## config.mk

```make
export PLATFORM = sky130hd
export DESIGN_NAME = irb_port
export DESIGN_NICKNAME = d
export VERILOG_FILES = /design/src/hw/irb_pkg.sv /design/src/hw/irb_fifo.sv /design/src/hw/irb_port.sv /design/src/hw/irb_sync.sv
export SDC_FILE = /design/constraint.sdc
export NUM_CORES = 1
export LEC_CHECK = 0
export CAP_MARGIN = 5
export CORE_ASPECT_RATIO = 0.6
export CORE_MARGIN = 10
export CORE_UTILIZATION = 55
export CTS_CLUSTER_SIZE = 24
export DETAILED_ROUTE_END_ITERATION = 8
export DONT_BUFFER_PORTS = 1
export GPL_TIMING_DRIVEN = 0
export HOLD_SLACK_MARGIN = 0.02
export PLACE_DENSITY = 0.78
export RECOVER_POWER = 100
export SLEW_MARGIN = 40
export SYNTH_ARGS = -nofsm -noshare
export SYNTH_HDL_FRONTEND = slang
export SYNTH_SLANG_ARGS = --single-unit
```

## constraint.sdc

```tcl
create_clock -name clk -period 2.2 [get_ports clk]
set_input_delay 0 -clock clk [delete_from_list [all_inputs] [get_ports clk]]
set_output_delay 0 -clock clk [all_outputs]
set_load 0.02 [all_outputs]
```

## src/hw/irb_pkg.sv

```systemverilog
// Shared constants and types for the inter-repeater bus port
package irb_pkg;

	// Fabric clock and the core rate that the bus timing is built on
	localparam int unsigned CLK_MHZ = 250;
	localparam int unsigned CORE_MHZ = 20;
	localparam int unsigned CORE_ACC_W = 8;
	localparam logic [CORE_ACC_W-1:0] CORE_ACC_STEP = CORE_ACC_W'(CORE_MHZ);
	localparam logic [CORE_ACC_W-1:0] CORE_ACC_MOD = CORE_ACC_W'(CLK_MHZ);
	localparam logic [CORE_ACC_W-1:0] CORE_ACC_RST = 8'h00;

	// Stream buffer between the local segment and the bus
	localparam int unsigned FIFO_W = 1;
	localparam int unsigned FIFO_DEPTH = 16;

	// Network ports whose collisions are watched (AUI plus eight twisted pair)
	localparam int unsigned NUM_PORTS = 9;

	// Idle level of every bus pin as seen through the synchroniser
	localparam logic [6:0] PINS_IDLE = 7'h7F;

	// Bus clock idles high so the first toggle is a falling edge
	localparam logic SCLK_IDLE = 1'b1;

	// Sampled bus pins, all of them from outside the clock domain
	typedef struct packed {
		logic grant_in_n;
		logic serial_data;
		logic frame_enable_n;
		logic serial_clock;
		logic port_collision_n;
		logic activity_n;
		logic multi_collision_n;
	} irb_pins_t;

	typedef enum logic [1:0] {
		ST_IDLE,
		ST_SOURCE,
		ST_LISTEN
	} irb_state_t;

endpackage

```

## src/hw/irb_fifo.sv

```systemverilog
// Valid/ready FIFO with parameterised width and depth
`timescale 1ns/100ps
`default_nettype none
module irb_fifo
#(
	parameter int unsigned W = 1,
	parameter int unsigned DEPTH = 16
)
(
	// Clock and reset
	input wire logic clk,
	input wire logic arst_n,
	// Filling side
	input wire logic in_valid,
	input wire logic [W-1:0] in_data,
	output logic in_ready,
	// Draining side
	output logic out_valid,
	output logic [W-1:0] out_data,
	input wire logic out_ready
);
	localparam int unsigned AW = $clog2(DEPTH);

	logic [W-1:0] mem [DEPTH];
	logic [AW:0] wr_q;
	logic [AW:0] rd_q;
	wire full = (wr_q[AW] != rd_q[AW]) && (wr_q[AW-1:0] == rd_q[AW-1:0]);
	wire empty = (wr_q == rd_q);
	wire push = in_valid && !full;
	wire pop = out_ready && !empty;

	assign in_ready = !full;
	assign out_valid = !empty;
	assign out_data = mem[rd_q[AW-1:0]];

	always_ff @(posedge clk)
	begin
		if (push)
			mem[wr_q[AW-1:0]] <= in_data;
	end

	always_ff @(posedge clk or negedge arst_n)
	begin
		if (!arst_n)
		begin
			wr_q <= '0;
			rd_q <= '0;
		end
		else
		begin
			if (push)
				wr_q <= wr_q + (AW+1)'(1);
			if (pop)
				rd_q <= rd_q + (AW+1)'(1);
		end
	end
endmodule
`default_nettype wire

```

## src/hw/irb_port.sv

```systemverilog
// Inter-repeater cascade bus port: arbitration chain, serial stream, shared lines
//
// Operation
// RULE_01: Pass grant chain input through to output.
// RULE_02: Board ties top chip grant input high.
// RULE_03: Drive NRZ serial data while receiving locally.
// RULE_04: Bus lines default to inputs otherwise.
// RULE_05: Assert frame enable low while receiving locally.
// RULE_06: Drive bus clock, change data on fall.
// RULE_07: Sample input data on bus clock rise.
// RULE_08: Collision line flags receiving-port collision.
// RULE_09: Pull activity low on local data/collision.
// RULE_10: Monitor shared activity line.
// RULE_11: Pull multi-collision low on tx/multi collision.
// RULE_12: Monitor shared multi-collision line.
// RULE_13: Core timing runs at 20 MHz.
// RULE_14: Only arbitration winner drives; release at end.
`timescale 1ns/100ps
`default_nettype none
module irb_port
(
	// Clock and reset
	input wire logic clk,
	input wire logic arst_n,
	// Local segment receive stream
	input wire logic seg_rx_active,
	input wire logic seg_data_valid,
	input wire logic seg_data,
	output logic seg_data_ready,
	// Local collision state
	input wire logic seg_port_collision,
	input wire logic [irb_pkg::NUM_PORTS-1:0] seg_port_collisions,
	input wire logic seg_tx_collision,
	// Arbitration chain
	input wire logic arb_grant_in_n,
	output logic arb_grant_out_n,
	// Serial data pin
	input wire logic bus_serial_data_i,
	output logic bus_serial_data_o,
	output logic bus_serial_data_oe,
	// Frame enable pin
	input wire logic bus_frame_enable_n_i,
	output logic bus_frame_enable_n_o,
	output logic bus_frame_enable_n_oe,
	// Bus clock pin
	input wire logic bus_serial_clock_i,
	output logic bus_serial_clock_o,
	output logic bus_serial_clock_oe,
	// Receiving-port collision pin
	input wire logic rx_port_collision_n_i,
	output logic rx_port_collision_n_o,
	output logic rx_port_collision_n_oe,
	// Open-drain activity pin
	input wire logic bus_activity_n_i,
	output logic bus_activity_n_o,
	output logic bus_activity_n_oe,
	// Open-drain multi-collision pin
	input wire logic multi_collision_n_i,
	output logic multi_collision_n_o,
	output logic multi_collision_n_oe,
	// Status towards the repeater core
	output logic core_tick,
	output logic bus_sourcing,
	output logic bus_rx_frame,
	output logic bus_rx_valid,
	output logic bus_rx_data,
	output logic bus_rx_collision,
	output logic bus_activity_seen,
	output logic bus_multi_collision_seen,
	output logic src_underrun
);
	import irb_pkg::*;

	// True when two or more ports report a collision
	function automatic logic more_than_one(input logic [NUM_PORTS-1:0] v);
		logic [NUM_PORTS-1:0] low_cleared;
		low_cleared = v & (v - NUM_PORTS'(1));
		return |low_cleared;
	endfunction

	// Synchronised pins
	irb_pins_t pins_raw;
	irb_pins_t pins_s;

	assign pins_raw.grant_in_n = arb_grant_in_n;
	assign pins_raw.serial_data = bus_serial_data_i;
	assign pins_raw.frame_enable_n = bus_frame_enable_n_i;
	assign pins_raw.serial_clock = bus_serial_clock_i;
	assign pins_raw.port_collision_n = rx_port_collision_n_i;
	assign pins_raw.activity_n = bus_activity_n_i;
	assign pins_raw.multi_collision_n = multi_collision_n_i;

	irb_sync #(
		.W($bits(irb_pins_t)),
		.RST_VAL(PINS_IDLE)
	) u_sync (
		.clk(clk),
		.arst_n(arst_n),
		.async_in(pins_raw),
		.sync_out(pins_s)
	);

	// Stream buffer between segment and bus
	logic fifo_out_valid;
	logic [FIFO_W-1:0] fifo_out_data;
	wire fifo_pop;

	irb_fifo #(
		.W(FIFO_W),
		.DEPTH(FIFO_DEPTH)
	) u_fifo (
		.clk(clk),
		.arst_n(arst_n),
		.in_valid(seg_data_valid),
		.in_data(seg_data),
		.in_ready(seg_data_ready),
		.out_valid(fifo_out_valid),
		.out_data(fifo_out_data),
		.out_ready(fifo_pop)
	);

	// State
	irb_state_t state_q;
	irb_state_t state_d;
	logic [CORE_ACC_W-1:0] acc_q;
	logic [CORE_ACC_W-1:0] acc_d;
	logic tick_q;
	logic sclk_q;
	logic sdata_q;
	logic drive_q;
	logic frame_n_q;
	logic col_n_q;
	logic act_oe_q;
	logic multi_oe_q;
	logic grant_out_n_q;
	logic sclk_prev_q;
	logic rx_valid_q;
	logic rx_data_q;
	logic rx_col_q;
	logic underrun_q;
	// Two-cycle history of our own drive
	logic [1:0] echo_q;

	// Fractional accumulator gives an exact 20 MHz average tick
	wire [CORE_ACC_W:0] acc_sum = {1'b0, acc_q} + {1'b0, CORE_ACC_STEP};
	wire acc_wrap = acc_sum >= {1'b0, CORE_ACC_MOD};
	assign acc_d = acc_wrap ? CORE_ACC_W'(acc_sum - {1'b0, CORE_ACC_MOD}) : acc_sum[CORE_ACC_W-1:0];

	// Arbitration decode
	wire upstream_busy = !pins_s.grant_in_n;
	wire win = seg_rx_active && !upstream_busy;
	wire grant_out_n_d = !(upstream_busy || seg_rx_active || state_q == ST_SOURCE);

	// Source side clocking
	wire sourcing = (state_q == ST_SOURCE);
	wire sclk_fall = sourcing && tick_q && sclk_q;
	wire frame_done = sclk_fall && !seg_rx_active && !fifo_out_valid;
	assign fifo_pop = sclk_fall && fifo_out_valid;

	// Listen side sampling
	wire listening = (state_q == ST_LISTEN);
	wire sclk_rise = pins_s.serial_clock && !sclk_prev_q;
	wire frame_seen = !pins_s.frame_enable_n;

	// Own frame enable lingers in the synchroniser after release
	wire echo_guard = |echo_q;
	// Listen only to a frame that another chip drives
	wire foreign_frame = frame_seen && !echo_guard && !drive_q;

	// Local activity and collision decode
	wire local_activity = seg_rx_active || (|seg_port_collisions);
	wire local_multi = seg_tx_collision || more_than_one(seg_port_collisions);

	always_comb
	begin
		state_d = state_q;
		case (state_q)
			ST_IDLE:
			begin
				if (win)
					state_d = ST_SOURCE; // [RULE_14]
				else if (foreign_frame)
					state_d = ST_LISTEN;
			end
			ST_SOURCE:
			begin
				if (frame_done)
					state_d = ST_IDLE; // [RULE_14]
			end
			ST_LISTEN:
			begin
				if (!frame_seen)
					state_d = ST_IDLE;
			end
			default:
				state_d = ST_IDLE;
		endcase
	end

	// State and core tick
	always_ff @(posedge clk or negedge arst_n)
	begin
		if (!arst_n)
		begin
			state_q <= ST_IDLE;
			acc_q <= CORE_ACC_RST;
			tick_q <= 1'b0;
		end
		else
		begin
			state_q <= state_d;
			acc_q <= acc_d; // [RULE_13]
			tick_q <= acc_wrap; // [RULE_13]
		end
	end

	// Arbitration chain output
	always_ff @(posedge clk or negedge arst_n)
	begin
		if (!arst_n)
			grant_out_n_q <= 1'b1;
		else
			grant_out_n_q <= grant_out_n_d; // [RULE_01]
	end

	// Bus clock and data when sourcing
	always_ff @(posedge clk or negedge arst_n)
	begin
		if (!arst_n)
		begin
			sclk_q <= SCLK_IDLE;
			sdata_q <= 1'b1;
		end
		else if (!sourcing)
		begin
			sclk_q <= SCLK_IDLE;
			sdata_q <= 1'b1;
		end
		else
		begin
			if (tick_q)
				sclk_q <= !sclk_q; // [RULE_06]
			if (fifo_pop)
				sdata_q <= fifo_out_data[0]; // [RULE_03] [RULE_06]
		end
	end

	// Output enables and driven levels of the framed lines
	always_ff @(posedge clk or negedge arst_n)
	begin
		if (!arst_n)
		begin
			drive_q <= 1'b0;
			frame_n_q <= 1'b1;
			col_n_q <= 1'b1;
		end
		else
		begin
			drive_q <= (state_d == ST_SOURCE); // [RULE_04] [RULE_14]
			frame_n_q <= !(state_d == ST_SOURCE); // [RULE_05]
			col_n_q <= !(seg_port_collision && state_d == ST_SOURCE); // [RULE_08]
		end
	end

	// Shared open-drain lines
	always_ff @(posedge clk or negedge arst_n)
	begin
		if (!arst_n)
		begin
			act_oe_q <= 1'b0;
			multi_oe_q <= 1'b0;
		end
		else
		begin
			act_oe_q <= local_activity; // [RULE_09]
			multi_oe_q <= local_multi; // [RULE_11]
		end
	end

	// Receive from another chip on the bus
	always_ff @(posedge clk or negedge arst_n)
	begin
		if (!arst_n)
		begin
			sclk_prev_q <= 1'b1;
			rx_valid_q <= 1'b0;
			rx_data_q <= 1'b1;
			rx_col_q <= 1'b0;
		end
		else
		begin
			sclk_prev_q <= pins_s.serial_clock;
			rx_valid_q <= listening && frame_seen && sclk_rise; // [RULE_07]
			if (listening && frame_seen && sclk_rise)
				rx_data_q <= pins_s.serial_data; // [RULE_07]
			rx_col_q <= listening && !pins_s.port_collision_n; // [RULE_08]
		end
	end

	// Buffer ran dry while the segment still delivers
	always_ff @(posedge clk or negedge arst_n)
	begin
		if (!arst_n)
			underrun_q <= 1'b0;
		else
			underrun_q <= sclk_fall && !fifo_out_valid && seg_rx_active;
	end

	// Recent sourcing history, masks the echo of our own frame
	always_ff @(posedge clk or negedge arst_n)
	begin
		if (!arst_n)
			echo_q <= 2'h0;
		else
			echo_q <= {echo_q[0], drive_q}; // [RULE_14]
	end

	// Pin outputs
	assign arb_grant_out_n = grant_out_n_q;
	assign bus_serial_data_o = sdata_q;
	assign bus_serial_data_oe = drive_q; // [RULE_03] [RULE_04]
	assign bus_frame_enable_n_o = frame_n_q;
	assign bus_frame_enable_n_oe = drive_q; // [RULE_05] [RULE_04]
	assign bus_serial_clock_o = sclk_q;
	assign bus_serial_clock_oe = drive_q; // [RULE_06] [RULE_04]
	assign rx_port_collision_n_o = col_n_q;
	assign rx_port_collision_n_oe = drive_q; // [RULE_08] [RULE_04]
	assign bus_activity_n_o = 1'b0;
	assign bus_activity_n_oe = act_oe_q; // [RULE_09]
	assign multi_collision_n_o = 1'b0;
	assign multi_collision_n_oe = multi_oe_q; // [RULE_11]

	// Status outputs
	assign core_tick = tick_q;
	assign bus_sourcing = drive_q;
	assign bus_rx_frame = listening;
	assign bus_rx_valid = rx_valid_q;
	assign bus_rx_data = rx_data_q;
	assign bus_rx_collision = rx_col_q;
	assign bus_activity_seen = !pins_s.activity_n; // [RULE_10]
	assign bus_multi_collision_seen = !pins_s.multi_collision_n; // [RULE_12]
	assign src_underrun = underrun_q;
endmodule
`default_nettype wire

```

## src/hw/irb_sync.sv

```systemverilog
// Two-flop synchroniser for a group of pins
`timescale 1ns/100ps
`default_nettype none
module irb_sync
#(
	parameter int unsigned W = 1,
	parameter logic [W-1:0] RST_VAL = '1
)
(
	// Clock and reset
	input wire logic clk,
	input wire logic arst_n,
	// Asynchronous in, synchronous out
	input wire logic [W-1:0] async_in,
	output logic [W-1:0] sync_out
);
	logic [W-1:0] meta_q;
	logic [W-1:0] sync_q;

	always_ff @(posedge clk or negedge arst_n)
	begin
		if (!arst_n)
		begin
			meta_q <= RST_VAL;
			sync_q <= RST_VAL;
		end
		else
		begin
			meta_q <= async_in;
			sync_q <= meta_q;
		end
	end

	assign sync_out = sync_q;
endmodule
`default_nettype wire
```

==> results of run 1 <==
## synthesized netlist by cell type (all sizes together)
| cell type | instances | area (um2) |
|---|---|---|
| mux4 | 4 | 105 |
| mux2 | 3 | 33.8 |
| nor4b | 1 | 8.76 |
| a211oi | 4 | 35.0 |
| nor3 | 8 | 40.0 |
| edfxtp | 16 | 480 |
| a21oi | 10 | 53.8 |
| xor2 | 8 | 85.1 |
| buf | 13 | 92.6 |
| xnor2 | 8 | 70.1 |
| a21boi | 2 | 26.3 |
| or2 | 3 | 18.8 |
| o21ai | 9 | 45.0 |
| a41oi | 1 | 8.76 |
| dfstp | 21 | 552 |
| nand2b | 4 | 25.0 |
| a41o | 1 | 10.0 |
| nand3 | 6 | 30.0 |
| conb | 1 | 3.75 |
| and4 | 2 | 17.5 |
| maj3 | 2 | 20.0 |
| nand4 | 4 | 25.0 |
| nand2 | 24 | 90.1 |
| a22o | 1 | 8.76 |
| o32ai | 1 | 8.76 |
| nor3b | 3 | 27.5 |
| a22oi | 1 | 7.51 |
| clkbuf | 3 | 11.3 |
| nor4 | 2 | 27.5 |
| and2 | 1 | 6.26 |
| inv | 13 | 48.8 |
| and3b | 1 | 8.76 |
| o2111ai | 1 | 8.76 |
| a2111oi | 1 | 8.76 |
| ha | 10 | 125 |
| nor2b | 3 | 18.8 |
| a21o | 1 | 7.51 |
| mux2i | 2 | 20.0 |
| dfrtp | 28 | 701 |
| nor2 | 20 | 75.1 |
| o31ai | 2 | 15.0 |
## placed cells by master (no fill, tap or decap), drive strengths merged, types with 2 or more instances in the layout
master        n
nor2         20
nor2b         3
nor3          8
xnor2         8
nor4          2
dfstp        21
or2           3
mux2i         2
o21ai         9
clkbuf       19
nand4         4
o31ai         2
and4          2
maj3          2
dlygate4sd3  18
nor3b         3
a21boi        2
nand3         6
edfxtp       16
mux2          3
nand2b        4
buf           8
a21oi        10
dfrtp        28
mux4          4
conb          2
xor2          8
a211oi        4
inv          15
clkinv        4
ha           10
nand2        24
## power breakdown
part | total [mW] | switching, mW | internal [mW]
clock | 0.856 | 0.444 | 0.412
sequential | 1.53 | 0.133 | 1.39
combinational | 0.700 | 0.404 | 0.296
## stage by stage
stage,power (mW),std cells
2_1_floorplan,2.10,250
3_3_place_gp,2.22,316
3_5_place_dp,2.24,316
4_1_cts,3.16,351
5_1_grt,3.26,351
6_report,3.08,351
## worst paths after layout
path                                                 to  slack, ps  depth (start not counted)
max                          u_fifo.rd_q[3]$_DFFE_PN0P_        190                          6
min in group asynchronous           echo_q[1]$_DFF_PN0_        470                          2
min reg2reg                u_sync.sync_out[5]$_DFF_PN1_        360                          0
max in group asynchronous            acc_q[2]$_DFF_PN0_        960                          2
max reg2reg                  u_fifo.rd_q[3]$_DFFE_PN0P_        190                          6
min                          u_sync.meta_q[1]$_DFF_PN1_        210                          1
## metal layers
layer  wire (um)  part of all wire (%)
met3         337                   6.0
met1        2620                    46
met4          57                   1.0
met5           0                     0
met2        2650                    47
## flip-flops by register name, indices dropped and copies added, names as in the netlist, 2 cells and up
name             cells
state_q              2
u_fifo.wr_q          5
u_fifo.mem          16
u_sync.meta_q        7
u_fifo.rd_q          5
u_sync.sync_out      7
echo_q               2
acc_q                7
## timing repair
item | in CTS | in global routing
endpoints found under the hold margin | 83 | 0
hold buffers | 19 | 0
gates resized for setup | 0 | 3
setup endpoints to repair | 0 | 5
## cells by family after synthesis
group	share of synthesized area (%)
DFF	57.5
xor gates and xnor gates	5.15
AOI/OAI and AO/OA	8.10
muxes	5.28
and+or+nand+nor	13.9
buffers and inverters	5.07
other	0.125
adders and majority gates	4.82
## layout make-up
class / instances / area share (%)
Buffer: 16 / 2.41
Clock buffer: 10 / 3.73
Clock inverter: 6 / 1.24
Inverter: 13 / 1.42
Multi-Input combinational cell: 156 / 32.8
Sequential cell: 65 / 50.6
Tap cell: 66 / 2.41
Timing Repair Buffer: 19 / 5.41
==> flow_summary.toml, run 1 <==
[synth]
synth.cell_area_mm2 = 0.00301
synth_cell_type_count = 52
avgSynthCellArea_um2 = 12.1
netlist_instances = 249
ys_warn_count = 0
synth_seq_cells = 65
ys_seq_area_share_pct = 57.5

[clock_network]
h-tree-depth = 3
clock_latency_ps = 340
clock_path_buffers = 2
cts-buffers-inserted = 9
clock_sinks = 65
cts_tree = "built"
root_buffer = "clkbuf_8"
clk_pin_slew_ps = 70
cts_setup_buffers = 0

[final_layout]
syn_to_final_growth_pct = 13.8
multi_input_area_mm2 = 0.00112
n_antenna_cell = 0
drive_gt1_share_pct = 18.6
register_area_mm2 = 0.00173
post-route-cell-area_mm2 = 0.00343
fill_cells = 388
postLayoutCoreUtil_pct = 66.1
nNetsFinal = 313

[timing]
finalHoldViolations = 0
setup-violations-final = 0
finalCritPeriodShare_pct = 91.3
worst_slack_ps = 192
fin_crit_ps = 2010
clock_skew_ps = 7.24
worstMarginPinSlew_ps = 1140
holdWs_ps = 205
rsz0062_at_grt = "no"
max_freq_mhz = 498
drv_slew = 0
final.setup.tns_ps = 0
slew_headroom_pct = 24.1

[route]
wl_per_cell_um = 16.1
antenna_left = 0
drtIter0Drc = 87
viasPerCell = 5.43
firstDrtPassIters = 4
drc_errors = 0
num_vias = 1907
routed_wirelength_mm = 5.66

[floorplanning]
dieHeight_um = 77.3
core_mm2 = 0.00518
die_w_um = 116
start_util_pct = 58.1
fp-row-count = 20
num_io_pins = 46
dieArea_mm2 = 0.00893

[hold_path]
hp-class = "in -> reg"
hold_start = "bus_activity_n_i"

[grt]
grt_first_pass_wirelength_mm = 9.68
grt_util_met1_pct = 17.5
antenna_found_initial = 0
grt_overflow = 0
grt_max_degree = 50
grt-busiest-layer = "met2"
use_met2_pct = 20.7
grt_usage_pct = 13.5
grt_pass1_vias = 1956
use_met3_pct = 4.51

[power_and_ir_drop]
power.density_mw_per_mm2 = 900
ir_drop_uv = 482
p_leak_nw = 1.45

[critical_path]
crit_chain = "clkbuf_2 > xor2_1 > nor4_4 > a21oi_1 > and4_1 > xor2_1"
critPathArrivalTime_ps = 2230
max_stage_delay_ps = 400
worst_setup_path_start_kind = "flop"
crit_required_ps = 2420
crit_path_start = "u_fifo.rd_q[0]$_DFFE_PN0P_"
path_common_cell = "xor2_1"
critical_path.max_fanout = 7
critPathSlowestCell = "nor4_4"
crit_type = "reg -> reg"
worstSetupEndpointType = "flop"
path_delay_family = "simple AND/OR/NAND/NOR gates"
worst-path-buf-inv = 1
rr_startpoint = "u_fifo.rd_q[0]$_DFFE_PN0P_"

[job]
cap_violations = 0

[run_status]
status = "finished, final reports clean"

[placed_design]
dpl_worst_slack_ps = 144
gp_congestion = 0.893
placed_area_mm2 = 0.00310
io_buffer_count = 0
dp.final_hpwl_mm = 4.04
No activity file was read; power rests on OpenSTA's default activity.
==> run 2, diff against run 1 <==
--- a/config.mk
+++ b/config.mk
@@ -10,4 +10,5 @@
 export CORE_MARGIN = 10
 export CORE_UTILIZATION = 55
+export CTS_CLUSTER_DIAMETER = 200
 export CTS_CLUSTER_SIZE = 24
 export DETAILED_ROUTE_END_ITERATION = 8
==> constraint.sdc (replaced) <==
create_clock -name clk -period 2.2 [get_ports clk]
set_input_delay 0.22 -clock clk [delete_from_list [all_inputs] [get_ports clk]]
set_output_delay 0.22 -clock clk [all_outputs]
set_load 0.02 [all_outputs]
==> flow_summary.toml, run 2 (synthesis gave the netlist of run 1 again) <==
[critical_path]
path_common_cell = "xor2_1"
reg2reg_slack_ps = 190
crit_type = "reg -> reg"
worstSetupEndpointType = "flop"
critPathSlowestCell = "nor4_4"
critPathArrivalTime_ps = 2230
rr_startpoint = "u_fifo.rd_q[0]$_DFFE_PN0P_"
crit_required_ps = 2420
reg2reg_depth = 6
worstReg2RegEnd = "u_fifo.rd_q[3]$_DFFE_PN0P_"
critical_path.max_fanout = 7
worst-path-buf-inv = 1
max_stage_delay_ps = 400
worst_setup_path_start_kind = "flop"
path_delay_family = "simple AND/OR/NAND/NOR gates"
crit_chain = "clkbuf_2 > xor2_1 > nor4_4 > a21oi_1 > and4_1 > xor2_1"

[route]
viasPerCell = 5.47
routed_wirelength_mm = 5.65
routed-wl-met2_mm = 2.55
wl_per_cell_um = 16.2
drc_errors = 0
wl_met1_mm = 2.55
num_vias = 1902
drtIter0Drc = 107
antenna_left = 0
wl_met3_um = 413
highest_layer = "met4"
firstDrtPassIters = 4

[timing]
finalCritPeriodShare_pct = 91.2
max_freq_mhz = 498
final.setup.tns_ps = 0
fin_crit_ps = 2010
slew_headroom_pct = 24.6
drv_slew = 0
worstMarginPinSlew_ps = 1130
finalHoldViolations = 0
rsz0062_at_grt = "no"
clock_skew_ps = 6.79
setup-violations-final = 0

[run_status]
status = "finished, final reports clean"

[floorplanning]
start_util_pct = 58.1
dieHeight_um = 77.3
core_mm2 = 0.00518
dieArea_mm2 = 0.00893
num_io_pins = 46
fp-row-count = 20
die_w_um = 116

[grt]
grt_overflow = 0
grt_usage_pct = 13.5
grt_max_degree = 50
antenna_found_initial = 0
grt_pass1_vias = 1921
grt_first_pass_wirelength_mm = 9.60

[final_layout]
syn_to_final_growth_pct = 12.8
multi_input_area_mm2 = 0.00112
nNetsFinal = 310
layout_common_cells = "dfrtp_1 (27), nand2_1 (24), nor2_1 (20)"
layout_commonest_cell = "dfrtp_1"
drive_gt1_share_pct = 18.8
n_antenna_cell = 0
largest_reg_flops = 16
fill_cells = 389
register_area_mm2 = 0.00173
fin_cells = 348

[clock_network]
cts_tree = "built"
h-tree-depth = 3
cts-buffers-inserted = 9
clk_pin_slew_ps = 70
root_buffer = "clkbuf_8"
clock_sinks = 65
cts_setup_buffers = 0
clock_path_buffers = 2
clock_latency_ps = 330

[power_and_ir_drop]
ir_drop_uv = 481
p_seq_share_pct = 49.6
sw_frac_of_total_pct = 31.7
power_mw = 3.08
power.switching_uw = 976
comb_power_share_pct = 22.6
p_leak_nw = 1.43
power.density_mw_per_mm2 = 906
internal_power_mw = 2.10
p_clk_share_pct = 27.8

[hold_path]
min_path_cells = 2
whs_endpoint = "bus_frame_enable_n_oe$_DFF_PN0_"
hp-class = "in -> reg"
hold_start = "seg_rx_active"

[job]
cap_violations = 0

[placed_design]
gp_congestion = 0.893
io_buffer_count = 0
dp.final_hpwl_mm = 4.04
dpl.cell_count = 316
[run 2: cell types whose count changed in the layout (fill, tap and decap cells not counted), sizes merged]
cell,previous run,this run
dlygate4sd3,18,15
[run 2: per-stage QoR]
| stage | worst slack [ps] | utilization [%] | area [um2] | hold WS (ps) |
|---|---|---|---|---|
| after floorplan | 447 | - | 3020 | -75.6 |
| after global placement | 185 | 59.8 | 3100 | -73.9 |
| after detailed placement | 144 | 59.8 | 3100 | -74.3 |
| after CTS | 122 | 66.5 | 3450 | 50.8 |
| after global routing | 41.2 | 65.6 | 3400 | 50.7 |
| final | 193 | 65.6 | 3400 | 48.8 |
[run 2: how the worst max path moves through the flow]
stage                                from                          to  slack (ps)  cells past startpoint
2_1_floorplan          acc_q[2]$_DFF_PN0_          acc_q[2]$_DFF_PN0_         450                      7
3_3_place_gp           acc_q[2]$_DFF_PN0_          acc_q[5]$_DFF_PN0_         180                      7
3_5_place_dp           acc_q[2]$_DFF_PN0_          acc_q[2]$_DFF_PN0_         140                      7
4_1_cts                acc_q[2]$_DFF_PN0_          acc_q[2]$_DFF_PN0_         120                      7
5_1_grt        u_fifo.rd_q[0]$_DFFE_PN0P_  u_fifo.rd_q[3]$_DFFE_PN0P_          40                      6
6_report       u_fifo.rd_q[0]$_DFFE_PN0P_  u_fifo.rd_q[3]$_DFFE_PN0P_         190                      6
[run 2: power groups by stage]
stage	sequential [mW]	clock [mW]	combinational, mW
floorplan	1.53	0	0.572
global placement	1.56	0	0.661
detailed placement	1.57	0	0.676
CTS	1.54	0.878	0.734
global route	1.55	0.939	0.775
finish	1.53	0.855	0.696
[run 2: what timing repair did]
item	4_1_cts	5_1_grt
hold buffers	16	0
resized for setup	0	3
endpoints found under the hold margin	77	0
endpoints found under the setup margin	0	5
[run 2: worst register-to-register path, stage by stage, from the launching register on]
cell and delay [ps]:
dfrtp_1 380, clkbuf_2 200, xor2_1 210, nor4_4 400
a21oi_1 280, and4_1 290, xor2_1 130
[run 2: final cells by class]
cell class | instances | area share, %
repair buffers | 16 | 4.57
flip-flops and latches | 65 | 51.1
multi-input cells | 156 | 33.1
well taps | 66 | 2.43
clock inverters | 6 | 1.25
inverters | 13 | 1.44
plain buffers | 16 | 2.43
clock buffers | 10 | 3.76
[run 2: routing by layer]
layer  global-route usage (%)  up-vias
met4                     5.92        0
met1                     17.6      920
met5                        0        -
met2                     20.0       49
li1                         -      917
met3                     4.66       16
==> run 3, diff against run 2 <==
Settings changed: CORE_ASPECT_RATIO 0.6 to 1.2, PLACE_DENSITY 0.78 to 0.81.
Clock period 2.2 ns to 1.7 ns, I/O delays scaled along.
==> flow_summary.toml, run 3 (synthesis gave the netlist of run 1 again) <==
[final_layout]
nNetsFinal = 331
layout_commonest_cell = "buf_4"
syn_to_final_growth_pct = 36.1
n_antenna_cell = 0
layout_common_cells = "buf_4 (24), dfrtp_1 (21), nand2_1 (19)"
largest_reg_flops = 16
drive_gt1_share_pct = 42.9
register_area_mm2 = 0.00174
fill_cells = 237
multi_input_area_mm2 = 0.00150
postLayoutCoreUtil_pct = 77.4

[route]
drtIter0Drc = 220
routed_wirelength_mm = 9.41
viasPerCell = 6.41
antenna_left = 0
num_vias = 2340
wl_per_cell_um = 25.8
firstDrtPassIters = 5
drc_errors = 0

[placed_design]
dp.final_hpwl_mm = 3.90
gp_congestion = 0.834
io_buffer_count = 0

[critical_path]
max_stage_delay_ps = 390
worstSetupEndpointType = "flop"
path_delay_family = "buffers and inverters"
critical_path.max_fanout = 6
worst-path-buf-inv = 3
worst_setup_path_start_kind = "flop"
critPathArrivalTime_ps = 1890
path_common_cell = "buf_6"
crit_type = "reg -> reg"
crit_chain = "buf_6 > xor2_4 > nor4_4 > buf_6 > a21boi_4 > buf_12 > nand2_8 > nor3_4"
critPathSlowestCell = "dfrtp_1"
crit_required_ps = 1750

[run_status]
violations = "setup timing"
status = "complete, but fails checks"

[grt]
grt_usage_pct = 17.0
antenna_found_initial = 0
grt_first_pass_wirelength_mm = 11.6
grt_max_degree = 50
grt_overflow = 0
grt_pass1_vias = 2298

[power_and_ir_drop]
ir_drop_uv = 689
power.switching_mw = 1.91
internal_power_mw = 3.68
power.density_mw_per_mm2 = 1360
p_seq_share_pct = 36.6
p_clk_share_pct = 31.9
sw_frac_of_total_pct = 34.2
p_leak_nw = 1.69
comb_power_share_pct = 31.5

[clock_network]
clock_sinks = 65
root_buffer = "clkbuf_8"
clock_latency_ps = 360
cts-buffers-inserted = 9
clock_path_buffers = 2
h-tree-depth = 3
clk_pin_slew_ps = 80
cts_tree = "built"

[floorplanning]
fp-row-count = 29
dieHeight_um = 101
start_util_pct = 56.8
dieArea_mm2 = 0.00885
core_mm2 = 0.00530
die_w_um = 87.6
num_io_pins = 46

[job]
cap_violations = 0

[timing]
slew_headroom_pct = 20.7
setup-violations-final = 35
rsz0062_at_grt = "yes"
max_freq_mhz = 543
holdWs_ps = 32.7
drv_slew = 0
finalCritPeriodShare_pct = 108
clock_skew_ps = 14.6
worstMarginPinSlew_ps = 1190
worst_slack_ps = -141
fin_crit_ps = 1840
finalHoldViolations = 0

[hold_path]
hp-class = "in -> reg"
==> run 3: changes by cell type in the layout (fill, tap and decap cells not counted), moves of 5 or more <==
cell | before | now
buf_4 | 2 | 24
buf_6 | 1 | 6
clkbuf_1 | 8 | 2
dfrtp_1 | 27 | 21
dfrtp_2 | 1 | 7
nand2_1 | 24 | 19
nor2_1 | 20 | 8
nor2_2 | 0 | 5
nor2_4 | 0 | 7
nor3_4 | 0 | 5
xor2_1 | 7 | 2
==> run 3: what timing repair did <==
item / 4_1_cts / 5_1_grt
endpoints found under the setup margin: 33 / 40
resized for setup: 37 / 55
pin swaps: 11 / 12
setup buffers: 13 / 11
hold endpoints to repair: 79 / 0
gates cloned: 0 / 0
hold buffers: 17 / 0
==> run 3: worst register-to-register path, delay by kind of cell (launching register included) <==
| family | cells | cell delay, ps |
|---|---|---|
| DFF | 1 | 390 |
| buffers and inverters | 3 | 480 |
| xor gates and xnor gates | 1 | 160 |
| AOI/OAI and AO/OA | 1 | 190 |
| and+or+nand+nor | 3 | 330 |
==> run 3: power groups by stage <==
stage,sequential (mW),clock (mW),combinational (mW)
4_1_cts,2.02,1.72,1.23
6_report,2.05,1.78,1.76
2_1_floorplan,1.98,0,0.741
3_3_place_gp,2.02,0,0.830
5_1_grt,2.06,1.83,1.86
3_5_place_dp,2.03,0,0.888
==> run 3: area by class of cell <==
class                      count  share of cell area (%)
clock inverter                 4                    1.83
multi-input combinational    156                    36.6
timing repair buffer          39                    8.64
clock buffer                  12                    4.85
inverter                      13                    1.19
tap                           62                    1.89
sequential                    65                    42.5
buffer                        14                    2.47
==> run 3: worst paths after layout <==
kind	slack, ps	start	cells past startpoint	end
max reg2reg	-140	u_fifo.rd_q[0]$_DFFE_PN0P_	8	u_fifo.mem[3]$_DFFE_PP_
min	30	seg_port_collisions[6]	2	multi_collision_n_oe$_DFF_PN0_
max	-140	u_fifo.rd_q[0]$_DFFE_PN0P_	8	u_fifo.mem[3]$_DFFE_PP_
max in group asynchronous	290	arst_n	2	u_fifo.wr_q[2]$_DFFE_PN0P_
min in group asynchronous	600	arst_n	2	u_fifo.rd_q[2]$_DFFE_PN0P_
min reg2reg	340	u_sync.meta_q[1]$_DFF_PN1_	0	u_sync.sync_out[1]$_DFF_PN1_
==> run 3: per-layer routing <==
metal | wire [um] | global-route usage [%] | up-vias
met3 | 908 | 5.58 | 48
met2 | 4740 | 29.1 | 174
met5 | 0 | 0 | -
met1 | 3350 | 17.9 | 1168
met4 | 409 | 8.72 | 0
li1 | - | - | 950
==> run 3: through the flow <==
step | area, um2 | total power, mW | std cells | setup WS [ps] | TNS [ps]
finish | 4100 | 5.59 | 365 | -141 | -1910
global route | 4100 | 5.75 | 365 | -235 | -4090
CTS | 3800 | 4.97 | 355 | -41.4 | -279
detailed placement | 3100 | 2.92 | 312 | -242 | -2970
global placement | 3100 | 2.85 | 312 | -172 | -1380
floorplan | 3020 | 2.72 | 250 | 5.61 | 0
